[src/rtl/dscg_pkg.sv]
/*
  dscg_pkg: register map, field layout, reset values, bus codes and
  state encodings for the deep-sleep clock gating block.
  Assumes a 32-bit AXI4-Lite slave with word-aligned registers.
*/
package dscg_pkg;

  // register byte offsets
  localparam logic [11:0] OFF_DEEP_GATE  = 12'h128;
  localparam logic [11:0] OFF_IRQ_STATUS = 12'h200;
  localparam logic [11:0] OFF_IRQ_MASK   = 12'h204;

  // field positions inside the gating layout
  localparam int unsigned POS_PORT_A = 0;
  localparam int unsigned POS_PORT_H = 7;
  localparam int unsigned POS_MAC    = 28;
  localparam int unsigned POS_PHY    = 30;

  // implemented bits: phy, mac and ports a..h
  localparam logic [31:0] GATE_IMPL_MASK  = 32'h5000_00ff;
  localparam logic [31:0] DEEP_GATE_RESET = 32'h0000_0000;
  localparam logic [31:0] IRQ_RESET       = 32'h0000_0000;

  // axi4-lite response codes
  localparam logic [1:0] RESP_OKAY   = 2'h0;
  localparam logic [1:0] RESP_SLVERR = 2'h2;
  localparam logic [1:0] RESP_DECERR = 2'h3;

  // decoded register selector
  typedef enum logic [3:0] {
    SEL_DEEP   = 4'h1,
    SEL_STATUS = 4'h2,
    SEL_MASK   = 4'h4,
    SEL_NONE   = 4'h8
  } dscg_sel_t;

  typedef enum logic [1:0] {
    WR_IDLE = 2'h1,
    WR_RESP = 2'h2
  } dscg_wr_state_t;

  typedef enum logic [1:0] {
    RD_IDLE = 2'h1,
    RD_DATA = 2'h2
  } dscg_rd_state_t;

endpackage : dscg_pkg

[src/rtl/dscg_gate_if.sv]
/*
  dscg_gate_if: carries the three gating words and the power mode from
  the register side to the enable selector, and the chosen enables back.
  Assumes one clock shared by both ends.
*/
`timescale 1ns/1ps
interface dscg_gate_if;
  logic [31:0] run_gate;
  logic [31:0] sleep_gate;
  logic [31:0] deep_gate;
  logic        auto_sel;
  logic        sleep_mode;
  logic        deep_mode;
  logic [31:0] unit_en;

  modport ctrl (
    output run_gate, sleep_gate, deep_gate,
    output auto_sel, sleep_mode, deep_mode,
    input  unit_en
  );
  modport sel (
    input  run_gate, sleep_gate, deep_gate,
    input  auto_sel, sleep_mode, deep_mode,
    output unit_en
  );
endinterface : dscg_gate_if

[src/rtl/dscg_gate_select.sv]
/*
  dscg_gate_select: picks the gating word that applies in the current
  power mode and registers the per-unit clock enables.
  Assumes mode inputs are synchronous and mutually consistent.
*/
`timescale 1ns/1ps
module dscg_gate_select (
  // clock and reset
  input  wire logic clk_in,
  input  wire logic resetn_in,
  // gating words and chosen enables
  dscg_gate_if.sel  gate
);

  logic [31:0] unit_en_reg;
  logic [31:0] unit_en_next;

  always_comb begin
    unit_en_next = gate.run_gate;                                // RULE10
    if (gate.auto_sel && gate.deep_mode) begin                   // RULE5
      unit_en_next = gate.deep_gate;                             // RULE4
    end else if (gate.auto_sel && gate.sleep_mode) begin         // RULE5
      unit_en_next = gate.sleep_gate;
    end
  end

  // all units unclocked until software enables them
  always_ff @(posedge clk_in or negedge resetn_in) begin
    if (!resetn_in) begin
      unit_en_reg <= dscg_pkg::DEEP_GATE_RESET;                  // RULE3
    end else begin
      unit_en_reg <= unit_en_next & dscg_pkg::GATE_IMPL_MASK;    // RULE1
    end
  end

  assign gate.unit_en = unit_en_reg;

endmodule : dscg_gate_select

[src/rtl/dscg_clock_gate.sv]
/*
  dscg_clock_gate: deep-sleep clock gating register with an AXI4-Lite
  slave, per-unit clock enables, gated-access fault answers and a
  sticky fault interrupt.
  Assumes run/sleep gating words and the auto-gating select come from
  the system control block, and peripheral accesses are flagged by the
  bus fabric with a unit index in the gating layout.
*/
//
// Contract
// RULE1: unit clocked while its enable bit is one, unclocked and off else.
// RULE2: access to an unclocked unit is answered with a bus fault.
// RULE3: all gating bits reset to zero, every unit starts unclocked.
// RULE4: this register governs gating only during deep sleep.
// RULE5: sleep gating words apply only when auto gating select is set.
// RULE6: bit 30 enables phy clock, bit 28 enables mac clock, both rw.
// RULE7: bits 0 to 7 enable ports a to h clocks, each rw.
// RULE8: reserved bits 31, 29, 27:8 read zero; software preserves them.
// RULE9: gating register sits at offset 0x128, 32-bit read/write.
// RULE10: outside sleep and deep sleep or without auto gating, run word applies.
`timescale 1ns/1ps
module dscg_clock_gate #(
  parameter int unsigned ADDR_W = 12
) (
  // clock and reset
  input  wire logic              clk_in,
  input  wire logic              resetn_in,
  // axi4-lite write address
  input  wire logic [ADDR_W-1:0] s_axi_awaddr_in,
  input  wire logic [2:0]        s_axi_awprot_in,
  input  wire logic              s_axi_awvalid_in,
  output logic                   s_axi_awready_out,
  // axi4-lite write data
  input  wire logic [31:0]       s_axi_wdata_in,
  input  wire logic [3:0]        s_axi_wstrb_in,
  input  wire logic              s_axi_wvalid_in,
  output logic                   s_axi_wready_out,
  // axi4-lite write response
  output logic [1:0]             s_axi_bresp_out,
  output logic                   s_axi_bvalid_out,
  input  wire logic              s_axi_bready_in,
  // axi4-lite read address
  input  wire logic [ADDR_W-1:0] s_axi_araddr_in,
  input  wire logic [2:0]        s_axi_arprot_in,
  input  wire logic              s_axi_arvalid_in,
  output logic                   s_axi_arready_out,
  // axi4-lite read data
  output logic [31:0]            s_axi_rdata_out,
  output logic [1:0]             s_axi_rresp_out,
  output logic                   s_axi_rvalid_out,
  input  wire logic              s_axi_rready_in,
  // gating words and mode from system control
  input  wire logic [31:0]       run_clock_gate_2_in,
  input  wire logic [31:0]       sleep_clock_gate_2_in,
  input  wire logic              auto_clock_gate_select_in,
  input  wire logic              sleep_mode_in,
  input  wire logic              deep_sleep_mode_in,
  // per-unit clock enables
  output logic                   phy_unit_clock_enable_out,
  output logic                   mac_unit_clock_enable_out,
  output logic [7:0]             port_clock_enable_out,
  // peripheral access check
  input  wire logic              periph_req_in,
  input  wire logic [4:0]        periph_unit_in,
  output logic                   periph_ok_out,
  output logic                   periph_fault_out,
  // interrupt
  output logic                   irq_out
);

  // prot is accepted but not used for access checks
  logic [2:0] prot_unused;
  assign prot_unused = s_axi_awprot_in | s_axi_arprot_in;

  // decode a byte address to a register selector
  function automatic dscg_pkg::dscg_sel_t decode(
    input logic [ADDR_W-1:0] addr
  );
    logic [11:0] word;
    word = {addr[11:2], 2'h0};
    if (word == dscg_pkg::OFF_DEEP_GATE) begin                   // RULE9
      decode = dscg_pkg::SEL_DEEP;
    end else if (word == dscg_pkg::OFF_IRQ_STATUS) begin
      decode = dscg_pkg::SEL_STATUS;
    end else if (word == dscg_pkg::OFF_IRQ_MASK) begin
      decode = dscg_pkg::SEL_MASK;
    end else begin
      decode = dscg_pkg::SEL_NONE;
    end
  endfunction : decode

  // expand byte strobes into a bit mask
  function automatic logic [31:0] strb_mask(input logic [3:0] strb);
    strb_mask = {{8{strb[3]}}, {8{strb[2]}}, {8{strb[1]}}, {8{strb[0]}}};
  endfunction : strb_mask

  // merge written bytes into a stored word
  function automatic logic [31:0] merge(
    input logic [31:0] old,
    input logic [31:0] data,
    input logic [3:0]  strb
  );
    merge = (old & ~strb_mask(strb)) | (data & strb_mask(strb));
  endfunction : merge

  // registers
  logic [31:0] deep_sleep_clock_gate_2_reg;
  logic [31:0] irq_status_reg;
  logic [31:0] irq_mask_reg;

  // write channel state
  dscg_pkg::dscg_wr_state_t wr_state_reg;
  logic                     aw_held_reg;
  logic                     w_held_reg;
  logic [ADDR_W-1:0]        awaddr_reg;
  logic [31:0]              wdata_reg;
  logic [3:0]               wstrb_reg;
  logic [1:0]               bresp_reg;

  // read channel state
  dscg_pkg::dscg_rd_state_t rd_state_reg;
  logic [31:0]              rdata_reg;
  logic [1:0]               rresp_reg;

  // peripheral answer
  logic periph_ok_reg;
  logic periph_fault_reg;
  logic unit_on;

  // enables from selector
  dscg_gate_if gate ();

  logic              aw_fire;
  logic              w_fire;
  logic              wr_go;
  logic              ar_fire;
  logic [ADDR_W-1:0] wr_addr;
  logic [31:0]       wr_data;
  logic [3:0]        wr_strb;
  dscg_pkg::dscg_sel_t wr_sel;
  logic [31:0]       fault_set;
  logic [31:0]       status_clr;

  // address and data are taken in either order, one write at a time
  assign s_axi_awready_out = (wr_state_reg == dscg_pkg::WR_IDLE)
                             && !aw_held_reg;
  assign s_axi_wready_out  = (wr_state_reg == dscg_pkg::WR_IDLE)
                             && !w_held_reg;
  assign aw_fire = s_axi_awvalid_in && s_axi_awready_out;
  assign w_fire  = s_axi_wvalid_in && s_axi_wready_out;
  assign wr_go   = (wr_state_reg == dscg_pkg::WR_IDLE)
                   && (aw_held_reg || aw_fire) && (w_held_reg || w_fire);
  assign wr_addr = aw_held_reg ? awaddr_reg : s_axi_awaddr_in;
  assign wr_data = w_held_reg ? wdata_reg : s_axi_wdata_in;
  assign wr_strb = w_held_reg ? wstrb_reg : s_axi_wstrb_in;
  assign wr_sel  = decode(wr_addr);

  always_ff @(posedge clk_in or negedge resetn_in) begin
    if (!resetn_in) begin
      aw_held_reg <= 1'b0;
      awaddr_reg  <= '0;
    end else if (wr_go) begin
      aw_held_reg <= 1'b0;
    end else if (aw_fire) begin
      aw_held_reg <= 1'b1;
      awaddr_reg  <= s_axi_awaddr_in;
    end
  end

  always_ff @(posedge clk_in or negedge resetn_in) begin
    if (!resetn_in) begin
      w_held_reg <= 1'b0;
      wdata_reg  <= '0;
      wstrb_reg  <= '0;
    end else if (wr_go) begin
      w_held_reg <= 1'b0;
    end else if (w_fire) begin
      w_held_reg <= 1'b1;
      wdata_reg  <= s_axi_wdata_in;
      wstrb_reg  <= s_axi_wstrb_in;
    end
  end

  always_ff @(posedge clk_in or negedge resetn_in) begin
    if (!resetn_in) begin
      wr_state_reg <= dscg_pkg::WR_IDLE;
      bresp_reg    <= dscg_pkg::RESP_OKAY;
    end else begin
      unique case (wr_state_reg)
        dscg_pkg::WR_IDLE: begin
          if (wr_go) begin
            wr_state_reg <= dscg_pkg::WR_RESP;
            bresp_reg    <= (wr_sel == dscg_pkg::SEL_NONE)
                            ? dscg_pkg::RESP_DECERR : dscg_pkg::RESP_OKAY;
          end
        end
        dscg_pkg::WR_RESP: begin
          if (s_axi_bready_in) begin
            wr_state_reg <= dscg_pkg::WR_IDLE;
          end
        end
        // a corrupt one-hot code falls back to idle
        default: begin
          wr_state_reg <= dscg_pkg::WR_IDLE;
        end
      endcase
    end
  end

  assign s_axi_bvalid_out = (wr_state_reg == dscg_pkg::WR_RESP);
  assign s_axi_bresp_out  = bresp_reg;

  // gating register, only implemented bits store
  always_ff @(posedge clk_in or negedge resetn_in) begin
    if (!resetn_in) begin
      deep_sleep_clock_gate_2_reg <= dscg_pkg::DEEP_GATE_RESET;  // RULE3
    end else if (wr_go && wr_sel == dscg_pkg::SEL_DEEP) begin
      deep_sleep_clock_gate_2_reg <=
        merge(deep_sleep_clock_gate_2_reg, wr_data, wr_strb)  // RULE6 RULE7
        & dscg_pkg::GATE_IMPL_MASK;                           // RULE8
    end
  end

  // mask shares the gating layout
  always_ff @(posedge clk_in or negedge resetn_in) begin
    if (!resetn_in) begin
      irq_mask_reg <= dscg_pkg::IRQ_RESET;
    end else if (wr_go && wr_sel == dscg_pkg::SEL_MASK) begin
      irq_mask_reg <= merge(irq_mask_reg, wr_data, wr_strb)
                      & dscg_pkg::GATE_IMPL_MASK;
    end
  end

  // sticky fault bits, write one to clear, a new fault wins
  // absent units lie outside the mask and leave no trace
  assign status_clr = (wr_go && wr_sel == dscg_pkg::SEL_STATUS)
                      ? (wr_data & strb_mask(wr_strb)) : 32'h0000_0000;

  always_ff @(posedge clk_in or negedge resetn_in) begin
    if (!resetn_in) begin
      irq_status_reg <= dscg_pkg::IRQ_RESET;
    end else begin
      irq_status_reg <= ((irq_status_reg & ~status_clr) | fault_set)
                        & dscg_pkg::GATE_IMPL_MASK;
    end
  end

  assign irq_out = |(irq_status_reg & irq_mask_reg);

  // read channel, data one cycle after address
  assign s_axi_arready_out = (rd_state_reg == dscg_pkg::RD_IDLE);
  assign ar_fire = s_axi_arvalid_in && s_axi_arready_out;

  always_ff @(posedge clk_in or negedge resetn_in) begin
    if (!resetn_in) begin
      rd_state_reg <= dscg_pkg::RD_IDLE;
      rdata_reg    <= '0;
      rresp_reg    <= dscg_pkg::RESP_OKAY;
    end else begin
      unique case (rd_state_reg)
        dscg_pkg::RD_IDLE: begin
          if (ar_fire) begin
            rd_state_reg <= dscg_pkg::RD_DATA;
            rresp_reg    <= dscg_pkg::RESP_OKAY;
            unique case (decode(s_axi_araddr_in))
              dscg_pkg::SEL_DEEP: begin
                rdata_reg <= deep_sleep_clock_gate_2_reg;        // RULE8
              end
              dscg_pkg::SEL_STATUS: begin
                rdata_reg <= irq_status_reg;
              end
              dscg_pkg::SEL_MASK: begin
                rdata_reg <= irq_mask_reg;
              end
              dscg_pkg::SEL_NONE: begin
                rdata_reg <= '0;
                rresp_reg <= dscg_pkg::RESP_DECERR;
              end
            endcase
          end
        end
        dscg_pkg::RD_DATA: begin
          if (s_axi_rready_in) begin
            rd_state_reg <= dscg_pkg::RD_IDLE;
          end
        end
        // a corrupt one-hot code falls back to idle
        default: begin
          rd_state_reg <= dscg_pkg::RD_IDLE;
        end
      endcase
    end
  end

  assign s_axi_rvalid_out = (rd_state_reg == dscg_pkg::RD_DATA);
  assign s_axi_rdata_out  = rdata_reg;
  assign s_axi_rresp_out  = rresp_reg;

  // enable selection per power mode
  assign gate.run_gate   = run_clock_gate_2_in;
  assign gate.sleep_gate = sleep_clock_gate_2_in;
  assign gate.deep_gate  = deep_sleep_clock_gate_2_reg;
  assign gate.auto_sel   = auto_clock_gate_select_in;
  assign gate.sleep_mode = sleep_mode_in;
  assign gate.deep_mode  = deep_sleep_mode_in;

  dscg_gate_select u_select (
    .clk_in    (clk_in),
    .resetn_in (resetn_in),
    .gate      (gate.sel)
  );

  assign phy_unit_clock_enable_out = gate.unit_en[dscg_pkg::POS_PHY];  // RULE1
  assign mac_unit_clock_enable_out = gate.unit_en[dscg_pkg::POS_MAC];  // RULE1
  assign port_clock_enable_out =
    gate.unit_en[dscg_pkg::POS_PORT_H:dscg_pkg::POS_PORT_A];           // RULE1

  // enable of the addressed unit, absent units read as off
  assign unit_on = gate.unit_en[periph_unit_in];

  // access to an unclocked or absent unit faults
  always_comb begin
    fault_set = 32'h0000_0000;
    if (periph_req_in && !unit_on) begin                              // RULE2
      fault_set[periph_unit_in] = 1'b1;
    end
  end

  // one-cycle answer after the request edge
  always_ff @(posedge clk_in or negedge resetn_in) begin
    if (!resetn_in) begin
      periph_ok_reg    <= 1'b0;
      periph_fault_reg <= 1'b0;
    end else begin
      periph_ok_reg    <= periph_req_in && unit_on;                   // RULE1
      periph_fault_reg <= periph_req_in && !unit_on;                  // RULE2
    end
  end

  assign periph_ok_out    = periph_ok_reg;
  assign periph_fault_out = periph_fault_reg;

endmodule : dscg_clock_gate

[config.mk]
export PLATFORM = sky130hd
export DESIGN_NAME = dscg_clock_gate
export DESIGN_NICKNAME = d
export VERILOG_FILES = /design/src/rtl/dscg_pkg.sv /design/src/rtl/dscg_gate_if.sv /design/src/rtl/dscg_gate_select.sv /design/src/rtl/dscg_clock_gate.sv
export SDC_FILE = /design/constraint.sdc
export NUM_CORES = 1
export LEC_CHECK = 0
export ABC_AREA = 1
export BUFFER_PORTS_ARGS = -buffer_cell sky130_fd_sc_hd__buf_4
export CAP_MARGIN = 10
export CORE_MARGIN = 2
export CORE_UTILIZATION = 35
export DETAILED_ROUTE_END_ITERATION = 8
export HOLD_SLACK_MARGIN = 0.1
export PLACE_DENSITY = 0.65
export SLEW_MARGIN = 5
export SYNTH_ARGS = -nofsm -noshare
export SYNTH_HDL_FRONTEND = slang
export SYNTH_HIERARCHICAL = 1
export SYNTH_SLANG_ARGS = --single-unit
export TNS_END_PERCENT = 5
[constraint.sdc]
create_clock -name clk_in -period 2.2 [get_ports clk_in]
set_clock_uncertainty 0.1 [all_clocks]
set_input_delay 0.22 -clock clk_in [delete_from_list [all_inputs] [get_ports clk_in]]
set_output_delay 0.22 -clock clk_in [all_outputs]
set_load 0.1 [all_outputs]
# After elaboration in Yosys (flattened, before gate mapping)
# Cells that the tools add are included.
# totals
register_bits	131
output_inout_bits	54
in_bits	146
# classes
reduce_logical	29
bitwise	11
order_cmp	2
mux	32
eq_ne	22
# op_table
op	n
$and A31 B31 Y31	5
$mux W31	5
$pmux W32 S4	1
$or A31 B31 Y31	3
$not A31 Y31	2
$eq A10 B8 Y1 const B	4
$mux W4	9
$reduce_or A32 Y1	1
$eq A10 B7 Y1 const B	2
$logic_and A1 B1 Y1	15
$mux W12	1
$mux W2	6
$reduce_and A2 Y1	6
$eq A4 B1 Y1 const B	2
$eq A4 B2 Y1 const B	2
$eq A4 B3 Y1 const B	2
$eq A4 B4 Y1 const B	2
$pmux W2 S2	2
$lt A5 B6 Y1 const B	1
$mux W1	6
$ne A2 B1 Y1 const B	3
$bmux W1 S5	1
$demux W1 S5	1
$ge A5 B1 Y1 const B	1
7 further kinds	13

# Logic depth before layout (Yosys ltp)
# Gate-level depths: netlist (run 1).
# logic_depth
ltp_word	11
depth_mapped	14
mapped_depth_nobuf	12

# By module
# Netlist (run 1), hierarchy kept.
# by_module_without_submodules
module	cells_per_inst	area_each_um2	instances
dscg_clock_gate	619	4329.2	1
dscg_gate_select	109	740.7	1

# Least setup slack after synthesis (run 1)
# Ideal clock, no wire load.
# synth_path
path_kind	register to register
from	register wr_state_reg[0]
to	register irq_status_reg[6]
synth_period_minus_slack_ns	2.982
path_stages_with_launch	11
path_slack_ns	-0.782
arrival_ns	2.763
path_buffers	1
required_ns	1.981
cell_sequence	dfstp_2 -> nand2_1 -> nor2_1 -> nand2_1 -> nand2_1 -> nand2_2 -> inv_2 -> buf_4 -> nand4_1 -> nand2_1 -> nand2_1
# synth_via
elab_chain_cells	11
elab_cells_between_ends	14
cone_classes	1 x eq/ne; 1 x mux; 3 x bitwise; 9 x reduce/logical
# synth_lines
item	line_no	source
start: declaration	dscg_clock_gate.sv:112	dscg_pkg::dscg_wr_state_t wr_state_reg;
start signal: assignment	dscg_clock_gate.sv:186	wr_state_reg <= dscg_pkg::WR_IDLE;
start signal: assignment	dscg_clock_gate.sv:192	wr_state_reg <= dscg_pkg::WR_RESP;
start signal: assignment	dscg_clock_gate.sv:199	wr_state_reg <= dscg_pkg::WR_IDLE;
$eq A2 B1 Y1	dscg_clock_gate.sv:145	assign s_axi_awready_out = (wr_state_reg == dscg_pkg::WR_IDLE)
$logic_and A1 B1 Y1	dscg_clock_gate.sv:146	&& !aw_held_reg;
via s_axi_awready_out	dscg_clock_gate.sv:32	output logic s_axi_awready_out,
$logic_and A1 B1 Y1	dscg_clock_gate.sv:149	assign aw_fire = s_axi_awvalid_in && s_axi_awready_out;
$logic_or A1 B1 Y1	dscg_clock_gate.sv:152	&& (aw_held_reg || aw_fire) && (w_held_reg || w_fire);
$logic_and A1 B1 Y1 (2 in series)	dscg_clock_gate.sv:152	
$logic_and A1 B1 Y1	dscg_clock_gate.sv:236	assign status_clr = (wr_go && wr_sel == dscg_pkg::SEL_STATUS)
$mux W31	dscg_clock_gate.sv:237	? (wr_data & strb_mask(wr_strb)) : 32'h0000_0000;
$not A31 Y31	dscg_clock_gate.sv:243	irq_status_reg <= ((irq_status_reg & ~status_clr) | fault_set)
$and A31 B31 Y31	dscg_clock_gate.sv:243	
$or A31 B31 Y31	dscg_clock_gate.sv:243	
end signal: assignment	dscg_clock_gate.sv:241	irq_status_reg <= dscg_pkg::IRQ_RESET;
end signal: assignment	dscg_clock_gate.sv:243	
end: declaration	dscg_clock_gate.sv:108	logic [31:0] irq_status_reg;
# The timed path passes the listed nets, and every way through them passes these cells.
# A chain may end at the register's enable or synchronous reset.

# Worst setup path in the final report (run 1)
# layout_path
from	register irq_status_reg[30]
to	output port irq_out
# layout_via
elab_chain_cells	2
# layout_lines
item	line_no	source
$and A31 B31 Y31	dscg_clock_gate.sv:248	assign irq_out = |(irq_status_reg & irq_mask_reg);
$reduce_or A32 Y1	dscg_clock_gate.sv:248	
end: declaration	dscg_clock_gate.sv:68	output logic irq_out
# No other way between the ends.

==> qor.csv, run 1 <==
stage,metric,value,unit
timing,hold_viol_final,0,
floorplan,boundaryPins,200,
clocking,cts_tree,done,
clocking,cts.clk_slew.worst_paths,0.06,ns
pwr,power_density,1010,mW/mm²
grt,grt_antenna_before_repair,0,
floorplan,row_count,43,
pwr,power_leakage,3.60,nW
grt,grt.total_usage,16.6,%
route,drt-vias-per-instance,4.52,
yosys,synth_cell_types,34,
critical_path,critical_path_peak_fanout,3,
clocking,root_buffer,clkbuf_16,
yosys,syn_area_per_cell,6.96,µm²
timing,final.min_clock_period,2.01,ns
critical_path,reg2regPathDepth,9,
timing,slew-limit-headroom,58.6,%
critical_path,worst-endpoint-arrival,1.69,ns
grt,grt_first_pass_wirelength,21400,µm
critical_path,worstSetupPathType,reg2out,
floorplan,effective_utilization_at_floorplan,36.2,%
yosys,postSynthCellCount,728,
yosys,synth_seq_area_share,40.5,%
route,drt-initial-drc-count,246,
timing,worst-slew-pin-transition,0.621,ns
yosys,yosys.area.top_type,dfrtp_1,
yosys,synth_enable_flop_cells,0,
placement,dp_slack,0.0891,ns
min_path,hold_path.class,in2reg,
yosys,synth.top_cells.by_area,"dfrtp_1, nand2_1, buf_4",
yosys,synthesis.yosys.warnings,6,
critical_path,cp-end-kind,output pin,
clocking,max-clock-path-buffers,2,
grt,first_global_vias,4480,
flow_run,max_cap_viol_count,0,
clocking,htreeDepth,3,
placement,place.port_buffers,99,
critical_path,cp_data_required_time,1.88,ns
min_path,worstHoldPathCells,3,
yosys,async_flop_share,100,%
timing,report.final.setup_viol,0,
floorplan,coreArea,0.0140,mm²
pwr,ir_drop,0.00112,V
timing,final.setup.worst_slack,0.193,ns
floorplan,die-height,124,µm
floorplan,die_w,124,µm
yosys,yosysMostFrequentCell,nand2_1,
yosys,post_synth_instance_area,0.00507,mm²
timing,fmax,498,MHz
timing,timing.final.crit_share,91.2,%
final_layout,fill_cells,1419,
placement,cell_area_after_placement,0.00590,mm²
yosys,most_used_flip_flop_cell_after_synthesis,dfrtp_1,
route,vias,4702,
placement,gp_congestion,0.834,
route,routed_wire_length,12500,µm
route,drtAntennaViolNets,0,
timing,rsz0062_at_grt,false,
run_status,status,completed,
clocking,cts_inserted_buffers,9,
route,detail_route.wl_per_cell,12.1,µm
clocking,cts_num_sinks,82,
critical_path,crit_path_cell_trace,"a22o_1, a221oi_1, nand4_1, buf_4",
final_layout,num_antenna_cells,0,
final_layout,layout-drive-gt1-share,19.5,%
final_layout,final_area,0.00651,mm²
yosys,postSynthRegisterBits,82,
timing,final-max-slew-violation-count,0,
yosys,synthDominantCellAreaShare,39.5,%
grt,grt_start_max_net_pins,47,
critical_path,timing.critical_path.slowest_cell_delay,0.39,ns
placement,place_hpwl,9480,µm
critical_path,slowest_stage,dfrtp_1,
final_layout,area.growth.synth_to_final,28.4,%
yosys,synth.top_cells.by_count,"nand2_1, inv_1, dfrtp_1",
route,dr.pass1.iters,4,
floorplan,die_ar,0.0155,mm²
grt,globalRoute.totalOverflow,0,
final_layout,finish.net_count,1002,
clocking,clkLatencyLatePin,0.34,ns
route,post-route-drc-count,0,
critical_path,start_kind,flip-flop,
repair_timing:
item	4_1_cts	5_1_grt
setup buffers	0	0
hold buffers	29	0
hold endpoints to repair	71	0
endpoints found under the setup margin	0	29
resized for setup	0	1
power breakdown:
group	internal (mW)	leakage [nW]	total (mW)	switching, mW
clock	1.05	0.156	1.63	0.578
sequential	1.85	1.05	2.07	0.225
combinational	0.845	2.39	2.86	2.02
cells by family after synthesis:
kind of cell	Yosys count	synth area share, %
and+or+nand+nor	419	35.7
buffers and inverters	165	16.5
DFF	82	40.5
AOI/OAI and AO/OA	60	7.13
other	2	0.148
cells in the final DEF (no fill, tap or decap), drive strengths merged:
master | synthesis | layout
and3 | 1 | 1
clkinv | 2 | 2
bufinv | 0 | 2
nor2 | 42 | 42
nand3 | 55 | 55
dfrtp | 80 | 80
o21ai | 37 | 37
conb | 2 | 44
inv | 90 | 90
nand4 | 34 | 34
clkbuf | 8 | 13
dfstp | 2 | 2
a21oi | 6 | 6
nor4 | 1 | 1
o31ai | 3 | 3
a22o | 2 | 2
nand2 | 269 | 269
dlygate4sd3 | 0 | 29
nor3 | 3 | 3
nand3b | 1 | 1
or2 | 13 | 13
o211ai | 10 | 10
buf | 65 | 119
a221oi | 2 | 2
critical path: cells and delay by family (launching register included):
| kind | cells | cell delay, ns |
|---|---|---|
| and+or+nand+nor | 1 | 0.19 |
| buffers and inverters | 1 | 0.28 |
| AOI/OAI and AO/OA | 2 | 0.49 |
| DFF | 1 | 0.39 |
final timing paths:
kind / endpoint / from / slack (ns)
worst max-delay path: irq_out / irq_status_reg[30] / 0.19
worst min-delay path: awaddr_reg[9] / s_axi_awaddr_in[9] / 0.11
worst max register to register: flip-flop / aw_held_reg / 0.21
worst min register to register: wstrb_reg[0] / wstrb_reg[0] / 0.38
max in group asynchronous: u_select/gate.unit_en[6] / resetn_in / 1.06
min in group asynchronous: wdata_reg[2] / resetn_in / 0.33
metrics by stage:
stage                     instances  utilization, %  total power, mW  setup TNS (ns)  hold WS (ns)
after CTS                      1040            46.5             6.59               0         0.109
after global routing           1040            46.5             7.01               0         0.112
after global placement          996            42.2             4.88               0         0.179
final                          1040            46.5             6.57               0         0.107
after detailed placement        996            42.2             4.92               0         0.181
after floorplan                 770               -             4.32         -0.0361        -0.176
final cells by class:
type                       instances  area (µm²)  share of cell area, %
sequential                        82        2060                   31.6
inverter                          92         345                   5.30
clock inverter                     2        60.1                  0.922
timing repair buffer             148        1200                   18.4
clock buffer                      13         260                   4.00
multi-input combinational        523        2370                   36.4
tap                              180         225                   3.46
metal layers:
layer,GRT usage (%),vias up,part of all wire (%)
li1,-,2463,-
met1,22.2,2119,48
met2,27.6,109,46
met3,3.14,11,4.2
met4,4.76,0,1.3
met5,0,-,0
No activity file was read; power rests on OpenSTA's default activity.
==> inputs of run 2 (changes only) <==
Clock period 2.2 ns to 2 ns, I/O delays scaled along.
==> run 2 against run 1 <==
Die area is the same. Total power grew 8.4%. Critical path depth is the same. Global-route usage is essentially flat. Largest cell class unchanged.
==> qor.csv, run 2 (synthesis results as in run 1) <==
stage,metric,value,unit,change
run_status,status,completed,,
route,drt-initial-drc-count,242,,-1.6%
timing,rsz0062_at_grt,true,,
timing,slew-limit-headroom,66.4,%,+7.8 points
pwr,power_leakage,3.64,nW,+1.3%
route,drt-vias-per-instance,4.45,,-1.5%
floorplan,row_count,43,,unchanged
critical_path,cp-end-kind,output pin,,
timing,holdWs,0.0925,ns,-0.0142 ns
floorplan,coreArea,0.0140,mm²,unchanged
placement,cell_area_after_placement,0.00594,mm²,+0.76%
final_layout,fill_cells,1417,,-0.14%
grt,globalRoute.totalOverflow,0,,unchanged
clocking,htreeDepth,3,,unchanged
route,detail_route.wl_per_cell,11.9,µm,-1.1%
floorplan,die_w,124,µm,unchanged
route,route.met2.wl,5910,µm,+1.7%
critical_path,cp_data_required_time,1.70,ns,-0.18 ns
clocking,cts_tree,done,,
floorplan,die-height,124,µm,unchanged
critical_path,worst-endpoint-arrival,1.64,ns,-0.05 ns
placement,placed_cells_incl_taps,1002,,+0.60%
final_layout,area.growth.synth_to_final,30.6,%,
clocking,cts_num_sinks,82,,unchanged
final_layout,layout-drive-gt1-share,20.2,%,+0.65 points
final_layout,num_antenna_cells,0,,unchanged
grt,grt_start_max_net_pins,40,,-15%
timing,hold_viol_final,0,,unchanged
timing,timing.final.crit_share,97.0,%,
flow_run,max_cap_viol_count,0,,unchanged
floorplan,boundaryPins,200,,unchanged
clocking,clkLatencyLatePin,0.34,ns,about the same
timing,worst-slew-pin-transition,0.503,ns,-0.117 ns
clocking,root_buffer,clkbuf_16,,
grt,grt.total_usage,16.6,%,-0.017 points
final_layout,layout.cells.most_common,nand2_1,,
route,vias,4683,,-0.40%
grt,grt_first_pass_wirelength,21200,µm,-0.78%
pwr,ir_drop,0.00111,V,-1.1%
timing,fmax,516,MHz,
timing,final.min_clock_period,1.94,ns,
final_layout,multi_input_area,0.00241,mm²,+1.8%
route,routed_wire_length,12500,µm,unchanged
route,post-route-drc-count,0,,unchanged
placement,place_hpwl,9500,µm,+0.20%
final_layout,final_cell_mix,"nand2_1, buf_4, inv_1",,
critical_path,start_kind,flip-flop,,
final_layout,final_area,0.00662,mm²,+1.7%
floorplan,effective_utilization_at_floorplan,36.2,%,unchanged
route,top_signal_layer_used,met4,,
min_path,hold_path.class,in2reg,,
placement,gp_congestion,0.826,,-0.88%
route,m1WireLength,6050,µm,+0.45%
clocking,cts.clk_slew.worst_paths,0.06,ns,about the same
grt,first_global_vias,4435,,-1.0%
final_layout,finish.net_count,1013,,+1.1%
route,route.met3.wl,449,µm,-15%
clocking,setup_bufs_post_cts,0,,unchanged
route,dr.pass1.iters,4,,unchanged
clocking,max-clock-path-buffers,2,,unchanged
critical_path,critical_path_peak_fanout,3,,unchanged
floorplan,die_ar,0.0155,mm²,unchanged
pwr,power_density,1070,mW/mm²,+6.6%
final_layout,ff_latch_area,0.00205,mm²,about the same
clocking,cts_inserted_buffers,9,,unchanged
timing,report.final.setup_viol,0,,unchanged
placement,place.port_buffers,99,,unchanged
grt,grt_antenna_before_repair,0,,unchanged
critical_path,worstSetupPathType,reg2out,,
timing,setup_total_negative_slack,0,ns,unchanged
timing,final-max-slew-violation-count,0,,unchanged
route,drtAntennaViolNets,0,,unchanged
final_layout,final-instance-count-excl-fill,1052,,+1.2%
==> run 2: cell count changes in the layout (fill, tap and decap cells not counted), sizes merged <==
cell,previous run,this run
buf,119,125
bufinv,2,0
clkbuf,13,14
dlygate4sd3,29,34
clkinv,2,4
==> run 2: report_power, final <==
| part | internal, mW | switching [mW] | total, mW | leakage (nW) |
|---|---|---|---|---|
| Clock | 0.939 | 0.626 | 1.57 | 0.143 |
| Combinational | 0.989 | 2.30 | 3.29 | 2.45 |
| Sequential | 2.03 | 0.231 | 2.26 | 1.05 |
| Total | 3.96 | 3.15 | 7.12 | 3.64 |
==> run 2: layer usage <==
metal	vias up	track usage, %
met5	-	0
met4	0	4.30
met3	8	3.57
met2	108	27.6
li1	2485	-
met1	2082	22.0
==> run 2: final timing paths <==
check,startpoint,to,slack (ns),depth (start not counted)
setup / recovery,flip-flop,irq_out,0.06,4
hold / removal,sleep_clock_gate_2_in[30],u_select/gate.unit_en[30],0.09,5
setup reg to reg,wr_state_reg[0],irq_status_reg[6],0.09,9
hold reg to reg,wdata_reg[5],wdata_reg[5],0.38,2
max in group asynchronous,resetn_in,u_select/gate.unit_en[3],0.88,3
min in group asynchronous,resetn_in,wdata_reg[6],0.27,2
==> run 2: cell type report <==
cell class,instances,share of cell area [%]
multi-input combinational,523,36.4
sequential,82,31.0
timing repair buffer,159,19.6
inverter,92,5.26
clock buffer,14,4.14
tap,180,3.40
clock inverter,2,0.151
==> run 2: stage by stage <==
stage	util (%)	setup slack [ns]	total power [mW]
floorplan	-	-0.204	4.75
global placement	42.5	0.00472	5.41
detailed placement	42.5	-0.00860	5.46
CTS	47.0	0.00517	7.11
global route	47.3	-0.00611	7.61
finish	47.3	0.0604	7.12
==> run 2: repair_timing <==
action                     CTS  global route
setup endpoints to repair    8            26
gates cloned                 0             0
hold endpoints to repair    74             0
pin swaps                    0             2
hold buffers                34             0
resized for setup            2             7
==> run 2: worst max-delay path, cell delays in order (launching register included) <==
cell	delay [ns]
dfrtp_1	0.41
a22o_1	0.22
a221oi_1	0.25
nand4_1	0.19
buf_6	0.23
==> inputs of run 3 (changes only) <==
Settings changed: ABC_CLOCK_PERIOD_IN_PS set to 2000, REMOVE_ABC_BUFFERS set to 1.
==> run 3 against run 2 <==
Combinational power hardly changed. Wire length is 1.8% higher. Core utilization is 0.80 points higher. Critical path type unchanged. Critical endpoint unchanged. Largest power group unchanged.
==> qor.csv, run 3 (synthesis results as in run 1) <==
stage,metric,value,unit,change
floorplan,die_w,124,µm,unchanged
grt,grt_first_pass_wirelength,22100,µm,+3.9%
critical_path,worst-endpoint-arrival,1.66,ns,+0.02 ns
grt,grt_antenna_before_repair,0,,unchanged
timing,final.min_clock_period,1.96,ns,+0.0209 ns
route,top_signal_layer_used,met4,,
min_path,hold_path.class,in2reg,,
critical_path,critical_path_peak_fanout,3,,unchanged
placement,place.port_buffers,99,,unchanged
pwr,ir_drop,0.00178,V,+61%
final_layout,final_area,0.00673,mm²,+1.7%
route,drt-initial-drc-count,297,,+23%
placement,cell_area_after_placement,0.00592,mm²,-0.36%
critical_path,cp-end-kind,output pin,,
critical_path,cp_data_required_time,1.70,ns,about the same
route,detail_route.wl_per_cell,12.0,µm,+1.0%
route,route.met2.wl,5980,µm,+1.1%
critical_path,worstSetupStartpoint,irq_status_reg[30],,
route,drtAntennaViolNets,0,,unchanged
route,m1WireLength,5880,µm,-3.0%
clocking,clkLatencyLatePin,0.34,ns,about the same
timing,fmax,510,MHz,-1.1%
floorplan,effective_utilization_at_floorplan,36.2,%,unchanged
timing,timing.final.crit_share,98.0,%,+1.0 points
final_layout,layout-drive-gt1-share,19.8,%,-0.41 points
floorplan,coreArea,0.0140,mm²,unchanged
pwr,power_leakage,3.69,nW,+1.3%
grt,first_global_vias,4555,,+2.7%
flow_run,max_cap_viol_count,0,,unchanged
final_layout,final_cell_mix,"nand2_1, buf_4, inv_1",,
clocking,max-clock-path-buffers,2,,unchanged
route,drt-vias-per-instance,4.51,,+1.3%
critical_path,worst_r2r_startpoint,wr_state_reg[0],,
placement,gp_congestion,0.866,,+4.8%
timing,final-max-slew-violation-count,0,,unchanged
critical_path,worstSetupPathType,reg2out,,
route,vias,4780,,+2.1%
timing,final.setup.worst_slack,0.0395,ns,-0.0209 ns
clocking,htreeDepth,3,,unchanged
final_layout,finish.utilization,48.1,%,+0.80 points
run_status,status,completed,,
grt,grt_start_max_net_pins,42,,+5.0%
clocking,cts_num_sinks,82,,unchanged
clocking,cts.clk_slew.worst_paths,0.06,ns,about the same
final_layout,num_antenna_cells,0,,unchanged
min_path,hold_path.startpoint,sleep_clock_gate_2_in[2],,
pwr,overall_power_of_the_completed_layout,7.40,mW,+4.0%
timing,rsz0062_at_grt,true,,
floorplan,die-height,124,µm,unchanged
critical_path,start_kind,flip-flop,,
grt,globalRoute.totalOverflow,0,,unchanged
floorplan,boundaryPins,200,,unchanged
clocking,cts_tree,done,,
route,post-route-drc-count,0,,unchanged
clocking,root_buffer,clkbuf_16,,
final_layout,finish.net_count,1021,,+0.79%
placement,dp_slack,0.0168,ns,+0.0254 ns
timing,hold_viol_final,0,,unchanged
floorplan,row_count,43,,unchanged
pwr,power_density,1100,mW/mm²,+2.3%
clocking,cts_inserted_buffers,9,,unchanged
floorplan,die_ar,0.0155,mm²,unchanged
route,routed_wire_length,12800,µm,+1.8%
placement,place_hpwl,9450,µm,-0.54%
route,dr.pass1.iters,5,,+1
final_layout,layout.cells.most_common,nand2_1,,
timing,report.final.setup_viol,0,,unchanged
grt,grt.total_usage,17.3,%,+0.70 points
route,route.met3.wl,658,µm,+47%
final_layout,area.growth.synth_to_final,32.7,%,
==> run 3: cell types whose count changed in the layout (fill, tap and decap cells not counted), sizes merged <==
cell,delta
buf,+1
bufinv,+2
clkbuf,-2
clkinvlp,+1
dlygate4sd3,+7
inv,-1
==> run 3: layer usage <==
layer | GRT usage [%] | vias to the layer above
li1 | - | 2506
met1 | 23.2 | 2148
met2 | 27.8 | 111
met3 | 3.65 | 15
met4 | 6.08 | 0
met5 | 0 | -
==> run 3: worst paths after layout <==
| kind | endpoint | slack, ns | cells after the start |
|---|---|---|---|
| min reg2reg | wdata_reg[0] | 0.38 | 2 |
| min in group asynchronous | s_axi_rdata_out[4] | 0.19 | 2 |
| max | irq_out | 0.04 | 4 |
| max reg2reg | flip-flop | 0.11 | 9 |
| max in group asynchronous | wr_state_reg[0] | 1.02 | 3 |
| min | u_select/gate.unit_en[2] | 0.11 | 5 |
==> run 3: stage by stage <==
stage	hold slack (ns)	setup TNS (ns)	instances
5_1_grt	0.129	-0.265	1060
2_1_floorplan	-0.196	-68.88	697
4_1_cts	0.102	0	1059
3_3_place_gp	0.0156	-0.00373	1002
6_report	0.107	0	1060
3_5_place_dp	0.0228	0	1002
==> run 3: timing repair <==
item,4_1_cts,5_1_grt
hold endpoints to repair,123,0
endpoints found under the setup margin,1,42
pin swaps,0,4
gates resized for setup,1,13
hold buffers,41,0
setup buffers,0,1
==> run 3: power breakdown <==
group,internal [mW],switching [mW]
clock network,1.19,0.675
registers,2.03,0.226
logic,0.973,2.30
==> run 3: cell type report <==
cell class              instances  area (µm²)
fillers                      1400        7260
multi-input cells             523        2370
flip-flops and latches         82        2050
repair buffers                167        1390
inverters                      92         350
clock buffers                  12         267
well taps                     180         225
clock inverters                 4        72.6
==> run 3: worst max-delay path: stages, from the launching register on <==
cell and delay (ns):
dfrtp_1 0.40, a22o_1 0.24, a221oi_1 0.25, nand4_1 0.19, buf_6 0.23
